**src/swb_pkg.sv**
```systemverilog
// ----------------------------------------------------------------------------
// Shared constants and types of the single-wire bus transceiver control.
// ----------------------------------------------------------------------------
package swb_pkg;

   // -------------------------------------------------------------------------
   // Clock rate.
   // -------------------------------------------------------------------------
   // Core clock rate in hertz, 40 ns period.
   localparam longint unsigned CLK_HZ = 64'd25_000_000;

   // -------------------------------------------------------------------------
   // Printed times and their cycle counts.
   // -------------------------------------------------------------------------
   // Dominant timeout reaction time, typical, in milliseconds.
   localparam longint unsigned TOUT_MS = 64'd17;
   // Typical figure, so it is taken as is (exact at this rate).
   localparam longint unsigned TOUT_CYC = TOUT_MS * CLK_HZ / 64'd1000;
   // Standby to sleep timeout, typical, in milliseconds.
   localparam longint unsigned SLEEP_MS = 64'd250;
   localparam longint unsigned SLEEP_CYC = SLEEP_MS * CLK_HZ / 64'd1000;
   // Least wake-up filter delay in microseconds; rounded up to cycles.
   localparam longint unsigned WUF_MIN_US = 64'd10;
   localparam longint unsigned WUF_CYC = (WUF_MIN_US * CLK_HZ + 64'd999_999) / 64'd1_000_000;
   // Least receive blanking time in nanoseconds; rounded up to cycles.
   localparam longint unsigned BLANK_MIN_NS = 64'd500;
   localparam longint unsigned BLANK_CYC =
      (BLANK_MIN_NS * CLK_HZ + 64'd999_999_999) / 64'd1_000_000_000;

   // -------------------------------------------------------------------------
   // Reset values of the synchronised pins.
   // -------------------------------------------------------------------------
   // Transmit input idles high (recessive), mode inputs idle low (sleep).
   localparam logic TXD_RST = 1'b1;
   localparam logic [1:0] MODE_RST = 2'h0;
   localparam logic [4:0] SENSE_RST = 5'h00;

   // -------------------------------------------------------------------------
   // Modes and states.
   // -------------------------------------------------------------------------
   // Mode code is {second select, first select}.
   typedef enum logic [1:0] {
      MD_SLEEP = 2'b00,
      MD_HS    = 2'b01,
      MD_RAISED_VOLTAGE_WAKEUP  = 2'b10,
      MD_NORM  = 2'b11
   } swb_mode_t;

   // Operating state of the transceiver.
   typedef enum logic [1:0] {
      ST_SLEEP  = 2'b00,
      ST_STBY   = 2'b01,
      ST_ACTIVE = 2'b10
   } swb_state_t;

   // Analog detector levels coming into the logic.
   typedef struct packed {
      logic bus_dom;   // Bus above the dominant receive threshold.
      logic bus_hv;    // Bus above the raised wake-up threshold.
      logic uvlo;      // Supply below the lockout threshold.
      logic low_supply; // Supply in the reduced band.
      logic loss_gnd;  // Valid loss-of-ground condition.
   } swb_sense_t;

   // Commands to the analog bus driver.
   typedef struct packed {
      logic dom;       // Drive the bus line dominant.
      logic raised;    // Use the raised wake-up dominant level.
      logic shape;     // Edge wave shaping on.
      logic ilimit;    // Short-circuit current limit engaged.
   } swb_drive_t;

endpackage : swb_pkg

```
**src/swb_xcvr_ctrl.sv**
```systemverilog
`timescale 1ns/10ps
module swb_xcvr_ctrl #(
   parameter int unsigned TOUT_CYC = int'(swb_pkg::TOUT_CYC),
   parameter int unsigned SLEEP_CYC = int'(swb_pkg::SLEEP_CYC)
) (
   // Clock and reset.
   input wire logic core_clk,
   input wire logic sys_rst,
   // Controller side pins.
   input wire logic txd_pin,
   input wire logic mode_select_first,
   input wire logic mode_select_second,
   output logic rxd_o,
   output logic rxd_oe,
   output logic txd_pullup_en,
   output logic mode_pulldown_en,
   // Analog front end: detector levels in, driver commands out.
   input wire swb_pkg::swb_sense_t sense_in,
   input wire logic overtemp_det,
   input wire logic short_gnd_det,
   output swb_pkg::swb_drive_t bus_line_pin,
   output logic load_gnd_en
);

   // -------------------------------------------------------------------------
   // Pin synchronisation.
   // -------------------------------------------------------------------------
   logic txd_s;                 // Synchronised transmit input.
   logic [1:0] mode_s;          // Synchronised {second, first} selects.
   swb_pkg::swb_sense_t sense_s; // Synchronised detector levels.
   logic [1:0] flt_s;           // Synchronised {overtemp, short}.

   // Every pin passes two flops before any decode or count sees it.
   swb_sync #(.W(1), .RST_VAL(swb_pkg::TXD_RST)) u_sync_txd (
      .core_clk(core_clk),
      .sys_rst(sys_rst),
      .async_in(txd_pin),
      .sync_out(txd_s)
   );
   swb_sync #(.W(2), .RST_VAL(swb_pkg::MODE_RST)) u_sync_mode (
      .core_clk(core_clk),
      .sys_rst(sys_rst),
      .async_in({mode_select_second, mode_select_first}),
      .sync_out(mode_s)
   );
   swb_sync #(.W(7), .RST_VAL({swb_pkg::SENSE_RST, 2'h0})) u_sync_sense (
      .core_clk(core_clk),
      .sys_rst(sys_rst),
      .async_in({sense_in, overtemp_det, short_gnd_det}),
      .sync_out({sense_s, flt_s})
   );

   // -------------------------------------------------------------------------
   // Mode decode.
   // -------------------------------------------------------------------------
   // Map the two selects onto a mode.
   function automatic swb_pkg::swb_mode_t swb_decode(input logic [1:0] sel);
      swb_pkg::swb_mode_t md;
      md = swb_pkg::swb_mode_t'(sel);
      return md;
   endfunction : swb_decode

   swb_pkg::swb_mode_t mode;    // Currently selected mode.
   assign mode = swb_decode(mode_s);

   // The pulls are permanent features of the pads.
   assign txd_pullup_en = 1'b1;
   assign mode_pulldown_en = 1'b1;

   // -------------------------------------------------------------------------
   // Timers.
   // -------------------------------------------------------------------------
   swb_pkg::swb_state_t state_ff; // Operating state.
   logic wake_ok;               // Raised traffic has persisted long enough.
   logic stby_expired;          // Standby has run out without a mode change.
   logic tout_hit;              // Transmit has been low for the timeout.
   logic tout_ff;               // Driver disabled by dominant timeout.

   // Wake filter only listens in sleep, and never under lockout.
   swb_hold_cnt #(.LIMIT(int'(swb_pkg::WUF_CYC))) u_wake_flt (
      .core_clk(core_clk),
      .sys_rst(sys_rst),
      .run((state_ff == swb_pkg::ST_SLEEP) && sense_s.bus_hv && !sense_s.uvlo),
      .done(wake_ok)
   );

   // Standby counts toward sleep re-entry.
   swb_hold_cnt #(.LIMIT(SLEEP_CYC)) u_sleep_tmo (
      .core_clk(core_clk),
      .sys_rst(sys_rst),
      .run(state_ff == swb_pkg::ST_STBY),
      .done(stby_expired)
   );

   // Dominant request timing; stops once the guard has tripped.
   swb_hold_cnt #(.LIMIT(TOUT_CYC)) u_dom_tmo (
      .core_clk(core_clk),
      .sys_rst(sys_rst),
      .run((state_ff == swb_pkg::ST_ACTIVE) && !txd_s && !tout_ff),
      .done(tout_hit)
   );

   // -------------------------------------------------------------------------
   // Operating state.
   // -------------------------------------------------------------------------
   // Power-up lands in standby, which times out to sleep unless the
   // controller selects a mode; the controller then has a full timeout.
   always_ff @(posedge core_clk or posedge sys_rst) begin
      if (sys_rst) begin
         state_ff <= swb_pkg::ST_STBY;
      end else begin
         case (state_ff)
            swb_pkg::ST_SLEEP: begin
               // Either a mode pattern or a filtered bus wake ends sleep.
               if (mode != swb_pkg::MD_SLEEP) begin
                  state_ff <= swb_pkg::ST_ACTIVE;
               end else if (wake_ok) begin
                  state_ff <= swb_pkg::ST_STBY;
               end
            end
            swb_pkg::ST_STBY: begin
               if (mode != swb_pkg::MD_SLEEP) begin
                  state_ff <= swb_pkg::ST_ACTIVE;
               end else if (stby_expired) begin
                  state_ff <= swb_pkg::ST_SLEEP;
               end
            end
            swb_pkg::ST_ACTIVE: begin
               // Selecting the sleep pattern goes straight back to sleep.
               if (mode == swb_pkg::MD_SLEEP) begin
                  state_ff <= swb_pkg::ST_SLEEP;
               end
            end
            default: begin
               state_ff <= swb_pkg::ST_SLEEP;
            end
         endcase
      end
   end

   // Remembers that standby was entered by a bus wake, not power-up.
   logic wake_irq_ff;
   always_ff @(posedge core_clk or posedge sys_rst) begin
      if (sys_rst) begin
         wake_irq_ff <= 1'b0;
      end else if ((state_ff == swb_pkg::ST_SLEEP) && wake_ok &&
                   (mode == swb_pkg::MD_SLEEP)) begin
         wake_irq_ff <= 1'b1;
      end else if (state_ff != swb_pkg::ST_STBY) begin
         wake_irq_ff <= 1'b0;
      end
   end

   // -------------------------------------------------------------------------
   // Transmit timeout and receive blanking.
   // -------------------------------------------------------------------------
   logic txd_prev_ff;           // Transmit level one cycle ago.
   logic txd_rise;              // Low-to-high transition of transmit.
   assign txd_rise = txd_s && !txd_prev_ff;

   always_ff @(posedge core_clk or posedge sys_rst) begin
      if (sys_rst) begin
         txd_prev_ff <= swb_pkg::TXD_RST;
      end else begin
         txd_prev_ff <= txd_s;
      end
   end

   // Trip on a stuck dominant request; the next rising edge releases the
   // guard with no delay. Trip and release cannot meet: one needs txd low.
   always_ff @(posedge core_clk or posedge sys_rst) begin
      if (sys_rst) begin
         tout_ff <= 1'b0;
      end else if (tout_hit) begin
         tout_ff <= 1'b1;
      end else if (txd_rise) begin
         tout_ff <= 1'b0;
      end
   end

   // Blanking uses the least printed time so no real bit edge is hidden.
   localparam logic [3:0] BLANK_LEN = 4'(swb_pkg::BLANK_CYC);
   logic [3:0] blank_ff;        // Remaining blanking cycles.
   always_ff @(posedge core_clk or posedge sys_rst) begin
      if (sys_rst) begin
         blank_ff <= 4'h0;
      end else if (txd_rise) begin
         blank_ff <= BLANK_LEN;
      end else if (blank_ff != 4'h0) begin
         blank_ff <= blank_ff - 4'h1;
      end
   end

   // -------------------------------------------------------------------------
   // Bus driver commands.
   // -------------------------------------------------------------------------
   swb_pkg::swb_drive_t nxt_drive; // Next driver command.
   always_comb begin
      nxt_drive = '0;
      // Dominant only when active, asked for and not guarded.
      nxt_drive.dom = (state_ff == swb_pkg::ST_ACTIVE) && (mode != swb_pkg::MD_SLEEP) &&
                      !txd_s && !tout_ff && !sense_s.uvlo && !flt_s[1];
      // Raised level only in wake-up mode with full supply.
      nxt_drive.raised = nxt_drive.dom && (mode == swb_pkg::MD_RAISED_VOLTAGE_WAKEUP) && !sense_s.low_supply;
      // Shaping everywhere except high-speed.
      nxt_drive.shape = (mode != swb_pkg::MD_HS);
      // Limit current into a grounded bus; overtemp has already cut dom.
      nxt_drive.ilimit = nxt_drive.dom && flt_s[0];
   end

   // Loss of ground does not gate the driver; it only opens the load ground switch.
   always_ff @(posedge core_clk or posedge sys_rst) begin
      if (sys_rst) begin
         bus_line_pin <= '0;
         load_gnd_en <= 1'b1;
      end else begin
         bus_line_pin <= nxt_drive;
         load_gnd_en <= !sense_s.loss_gnd;
      end
   end

   // -------------------------------------------------------------------------
   // Receive output.
   // -------------------------------------------------------------------------
   logic nxt_rxd;               // Next receive level.
   logic nxt_rxd_oe;            // Next receive drive enable.
   always_comb begin
      nxt_rxd = 1'b1;
      nxt_rxd_oe = 1'b1;
      if (sense_s.uvlo) begin
         nxt_rxd_oe = 1'b0;
      end else if (state_ff == swb_pkg::ST_SLEEP) begin
         nxt_rxd_oe = 1'b0;
      end else if (state_ff == swb_pkg::ST_STBY) begin
         // Hold the interrupt low for the whole bus-woken standby.
         nxt_rxd = !wake_irq_ff;
      end else if (blank_ff != 4'h0) begin
         nxt_rxd = 1'b1;
      end else begin
         nxt_rxd = !sense_s.bus_dom;
      end
   end

   // Receive pad is registered so it never glitches on decode changes.
   always_ff @(posedge core_clk or posedge sys_rst) begin
      if (sys_rst) begin
         rxd_o <= 1'b1;
         rxd_oe <= 1'b0;
      end else begin
         rxd_o <= nxt_rxd;
         rxd_oe <= nxt_rxd_oe;
      end
   end
endmodule : swb_xcvr_ctrl

```
**src/swb_sync.sv**
```systemverilog
`timescale 1ns/10ps
// ----------------------------------------------------------------------------
// Two flip-flop synchroniser for asynchronous levels.
// ----------------------------------------------------------------------------
module swb_sync #(
   parameter int W = 1,
   parameter logic [W-1:0] RST_VAL = '0
) (
   // Clock and reset.
   input wire logic core_clk,
   input wire logic sys_rst,
   // Asynchronous level in, synchronised level out.
   input wire logic [W-1:0] async_in,
   output logic [W-1:0] sync_out
);

   // First stage; only the second stage reads it.
   logic [W-1:0] meta_ff;

   // Both stages reset to the idle level of the pin.
   always_ff @(posedge core_clk or posedge sys_rst) begin
      if (sys_rst) begin
         meta_ff <= RST_VAL;
         sync_out <= RST_VAL;
      end else begin
         meta_ff <= async_in;
         sync_out <= meta_ff;
      end
   end

endmodule : swb_sync

```
**src/swb_hold_cnt.sv**
```systemverilog
`timescale 1ns/10ps
// ----------------------------------------------------------------------------
// Persistence counter: done rises once run has held for LIMIT cycles.
// ----------------------------------------------------------------------------
module swb_hold_cnt #(
   parameter int unsigned LIMIT = 250
) (
   // Clock and reset.
   input wire logic core_clk,
   input wire logic sys_rst,
   // Condition to time, and its expiry flag.
   input wire logic run,
   output logic done
);

   localparam int CW = $clog2(LIMIT + 1);
   localparam logic [CW-1:0] LIM = CW'(LIMIT);

   // Cycles that run has held; clears the moment run drops.
   logic [CW-1:0] cnt_ff;

   // Saturating count so done stays up while run holds.
   always_ff @(posedge core_clk or posedge sys_rst) begin
      if (sys_rst) begin
         cnt_ff <= '0;
      end else if (!run) begin
         cnt_ff <= '0;
      end else if (cnt_ff != LIM) begin
         cnt_ff <= cnt_ff + CW'(1);
      end
   end

   // Expiry is the register compare, gated by run.
   assign done = run && (cnt_ff == LIM);

endmodule : swb_hold_cnt

```
**config.mk**
```make
export PLATFORM = sky130hd
export DESIGN_NAME = swb_xcvr_ctrl
export DESIGN_NICKNAME = d
export VERILOG_FILES = /design/src/swb_pkg.sv /design/src/swb_xcvr_ctrl.sv /design/src/swb_sync.sv /design/src/swb_hold_cnt.sv
export SDC_FILE = /design/constraint.sdc
export NUM_CORES = 1
export LEC_CHECK = 0
export BUFFER_PORTS_ARGS = -buffer_cell sky130_fd_sc_hd__buf_2
export CAP_MARGIN = 0
export CORE_UTILIZATION = 54
export DETAILED_ROUTE_END_ITERATION = 10
export PLACE_DENSITY = 0.85
export SLEW_MARGIN = 20
export SYNTH_ARGS = -nofsm -noshare
export SYNTH_HDL_FRONTEND = slang
export SYNTH_SLANG_ARGS = --single-unit
```
**constraint.sdc**
```tcl
create_clock -name core_clk -period 2.4 [get_ports core_clk]
set_input_delay 0.36 -clock core_clk [delete_from_list [all_inputs] [get_ports core_clk]]
set_output_delay 0.36 -clock core_clk [all_outputs]
set_load 0.02 [all_outputs]
```
==> out/metrics.cfg <==
[place]
numPortBuffers=18
dp_slack_ns=0.401
gp_congestion=0.829
place_hpwl_mm=4.60

[floorplanning]
start_util_pct=55.9
fp.dieH_um=85.8
core_um2=6790
dieArea_um2=7370
ios=21
num_rows=30
die_w_um=85.8

[power_and_ir_drop]
clkPwrFrac_pct=38.4
peakVddDrop_v=0.000486
p_int_uw=2090
pwr-share-seq_pct=55.0
p_switching_uw=707
powerDensity_nw_per_um2=663
combPwrFrac_pct=6.6
swShare_pct=25.3
leakage_uw=0.00170

[critical_path]
cp_cell_sequence=nand4_4 -> or4_1 -> or4_1 -> a21oi_1
cp-end-kind=register
path_class=register to register
cp.arrival_ns=2.32
cp_slowest_cell=or4_1
cp.required_ns=2.69
critPathLaunchType=register
cp_max_fo=10
crit_path_frequent_cell=or4_1
critPathMaxStageDelay_ns=0.66

[global_routing]
grt_pass1_vias=2620
grt_overflow=0
grt_max_degree=43
grt_usage_pct=20.8
antenna_found_initial=0
grt_pass1_wl_mm=11.8

[sta]
min_period_ns=2.04
tightest_slew_ns=0.826
relSlewSlack_pct=44.2
rsz0062_at_grt=false
hold_viol=0
setup_viol=0
fin_worst_skew_ns=0.0122
period_share_pct=84.9
maxSlewViolCount=0
worst_slack_ns=0.364
max_freq_mhz=491
finalSetupTns_ns=0

[yosys]
synth_edf_count=0
netlist_area_um2=3790
ys.flop_type=dfrtp_1
syn-instance-count=360
postSynthAreaPerCell_um2=10.5
yosysWarnings=0
synthArstFlopShare_pct=100
seq_area_frac_synth_pct=56.9
synth-seq-cells=86
synthDistinctLibCells=48

[outcome]
status=complete, no violations

[drt]
drt_wl_total_mm=6.78
vias_per_cell=5.52
drc=0
ant_nets=0
via_count=2671
wl_per_cell_um=14.0
drt_pass1_iterations=4
drt_iter0_markers=175

[finish]
syn_to_final_growth_pct=11.3
drive_above_1_share_pct=13.9
antenna_cells=0
finalNetCount=403

[clocking]
clock_path_buffers=2
htreeDepth=3
numCtsBuffers=9
ctsHoldBuffers=0
clkLatencyLatePin_ns=0.37
clk_pin_slew_ns=0.09
cts_resized=0
cts.sinks=86
cts_root_buffer=clkbuf_8
cts_tree=yes
postCtsSetupRepairBufs=0

[flow_run]
max_cap_viol_count=0

[hold_path]
hold_path_class=input pin to async pin

==> power by group through the flow <==
stage | Clock (uW) | Sequential (uW) | Combinational [uW]
final | 1070 | 1540 | 184
after detailed placement | 0 | 1570 | 185
after global routing | 1150 | 1550 | 216
after global placement | 0 | 1570 | 176
after CTS | 1110 | 1540 | 188
after floorplan | 0 | 1570 | 134
==> registers in the layout, summed over array words and instances (netlist names), 2 cells and up <==
register               cells
u_sync_sense.sync_out      7
u_sync_mode.meta_ff        2
u_sync_sense.meta_ff       7
u_wake_flt.cnt_ff          8
u_dom_tmo.cnt_ff          19
blank_ff                   4
u_sync_mode.sync_out       2
u_sleep_tmo.cnt_ff        23
bus_line_pin               4
state_ff                   2
==> worst max-delay path, delay by kind of cell, from the launching register on <==
kind | cells | cell delay, ns
AOI/OAI and AO/OA | 1 | 0.15
DFF | 1 | 0.51
and+or+nand+nor | 3 | 1.30
==> cells by family after synthesis <==
logic type | synth area share, %
xor gates and xnor gates | 6.69
other | 0.0988
muxes | 0.264
buffers and inverters | 3.03
and+or+nand+nor | 22.8
adders and majority gates | 2.64
AOI/OAI and AO/OA | 7.62
DFF | 56.9
==> layout make-up <==
| cell class | count | area (um^2) |
|---|---|---|
| fillers | 537 | 2570 |
| flip-flops and latches | 86 | 2160 |
| multi-input cells | 247 | 1520 |
| repair buffers | 24 | 148 |
| clock buffers | 9 | 124 |
| well taps | 96 | 120 |
| clock inverters | 7 | 87.6 |
| inverters | 15 | 60.1 |
==> cell usage after synthesis (all sizes together) (3+ instances only) <==
cell type,number,share of area (%)
and2,3,0.49
nand3,18,2.4
and4,3,0.69
dfstp,6,4.2
dfrtp,80,53
ha,8,2.6
o21ai,15,2.0
nand2b,6,0.99
nor4,11,2.0
xnor2,18,4.2
xor2,11,2.5
or3,15,2.5
nor2,36,3.6
and3,4,0.66
buf,5,0.76
clkbuf,8,0.79
nand4,11,2.4
nor3,11,1.5
inv,15,1.5
or4,7,1.4
a21oi,20,2.6
nand2,24,2.4
==> routing by layer <==
| metal | vias up | routed length [um] | track usage [%] |
|---|---|---|---|
| li1 | 1308 | - | - |
| met1 | 1313 | 2940 | 25.5 |
| met2 | 40 | 3520 | 35.9 |
| met3 | 10 | 240 | 5.87 |
| met4 | 0 | 89 | 6.06 |
| met5 | - | 0 | 0 |
==> worst paths after layout <==
check	start	to	slack, ns	depth (start not counted)
max	u_sleep_tmo.cnt_ff[4]$_DFFE_PP0P_	u_sleep_tmo.cnt_ff[21]$_DFFE_PP0P_	0.36	4
max reg2reg	u_sleep_tmo.cnt_ff[4]$_DFFE_PP0P_	u_sleep_tmo.cnt_ff[21]$_DFFE_PP0P_	0.36	4
min reg2reg	u_sync_sense.meta_ff[0]$_DFF_PP0_	u_sync_sense.sync_out[0]$_DFF_PP0_	0.35	0
max in group asynchronous	sys_rst	u_sleep_tmo.cnt_ff[20]$_DFFE_PP0P_	1.70	3
min	sys_rst	u_sync_sense.meta_ff[2]$_DFF_PP0_	0.05	2
min in group core_clk	txd_pin	u_sync_txd.meta_ff$_DFF_PP1_	0.08	1
==> through the flow <==
step	power [uW]	area [um^2]	hold slack (ns)	cells	utilization (%)
6_report	2800	4220	0.0514	484	62.2
5_1_grt	2920	4220	0.0617	484	62.2
4_1_cts	2840	4220	0.0618	484	62.2
3_5_place_dp	1750	4010	0.335	468	59.0
3_3_place_gp	1740	4010	0.332	468	59.0
2_1_floorplan	1700	3800	0.331	361	-
==> cells in the final DEF (no fill, tap or decap), types with 4 or more instances in the layout <==
cell      instances
dfrtp_1          80
nor2_1           36
nand2_1          24
a21oi_1          20
nand3_1          18
xnor2_1          18
buf_2            18
or3_1            15
o21ai_0          15
inv_1            14
nor3_1           11
xor2_1           11
nor4_1           10
nand4_1           9
clkbuf_8          9
ha_1              8
or4_1             7
nand2b_1          6
dfstp_2           6
buf_4             5
and3_1            4
Power figures use the tool's default switching activity.
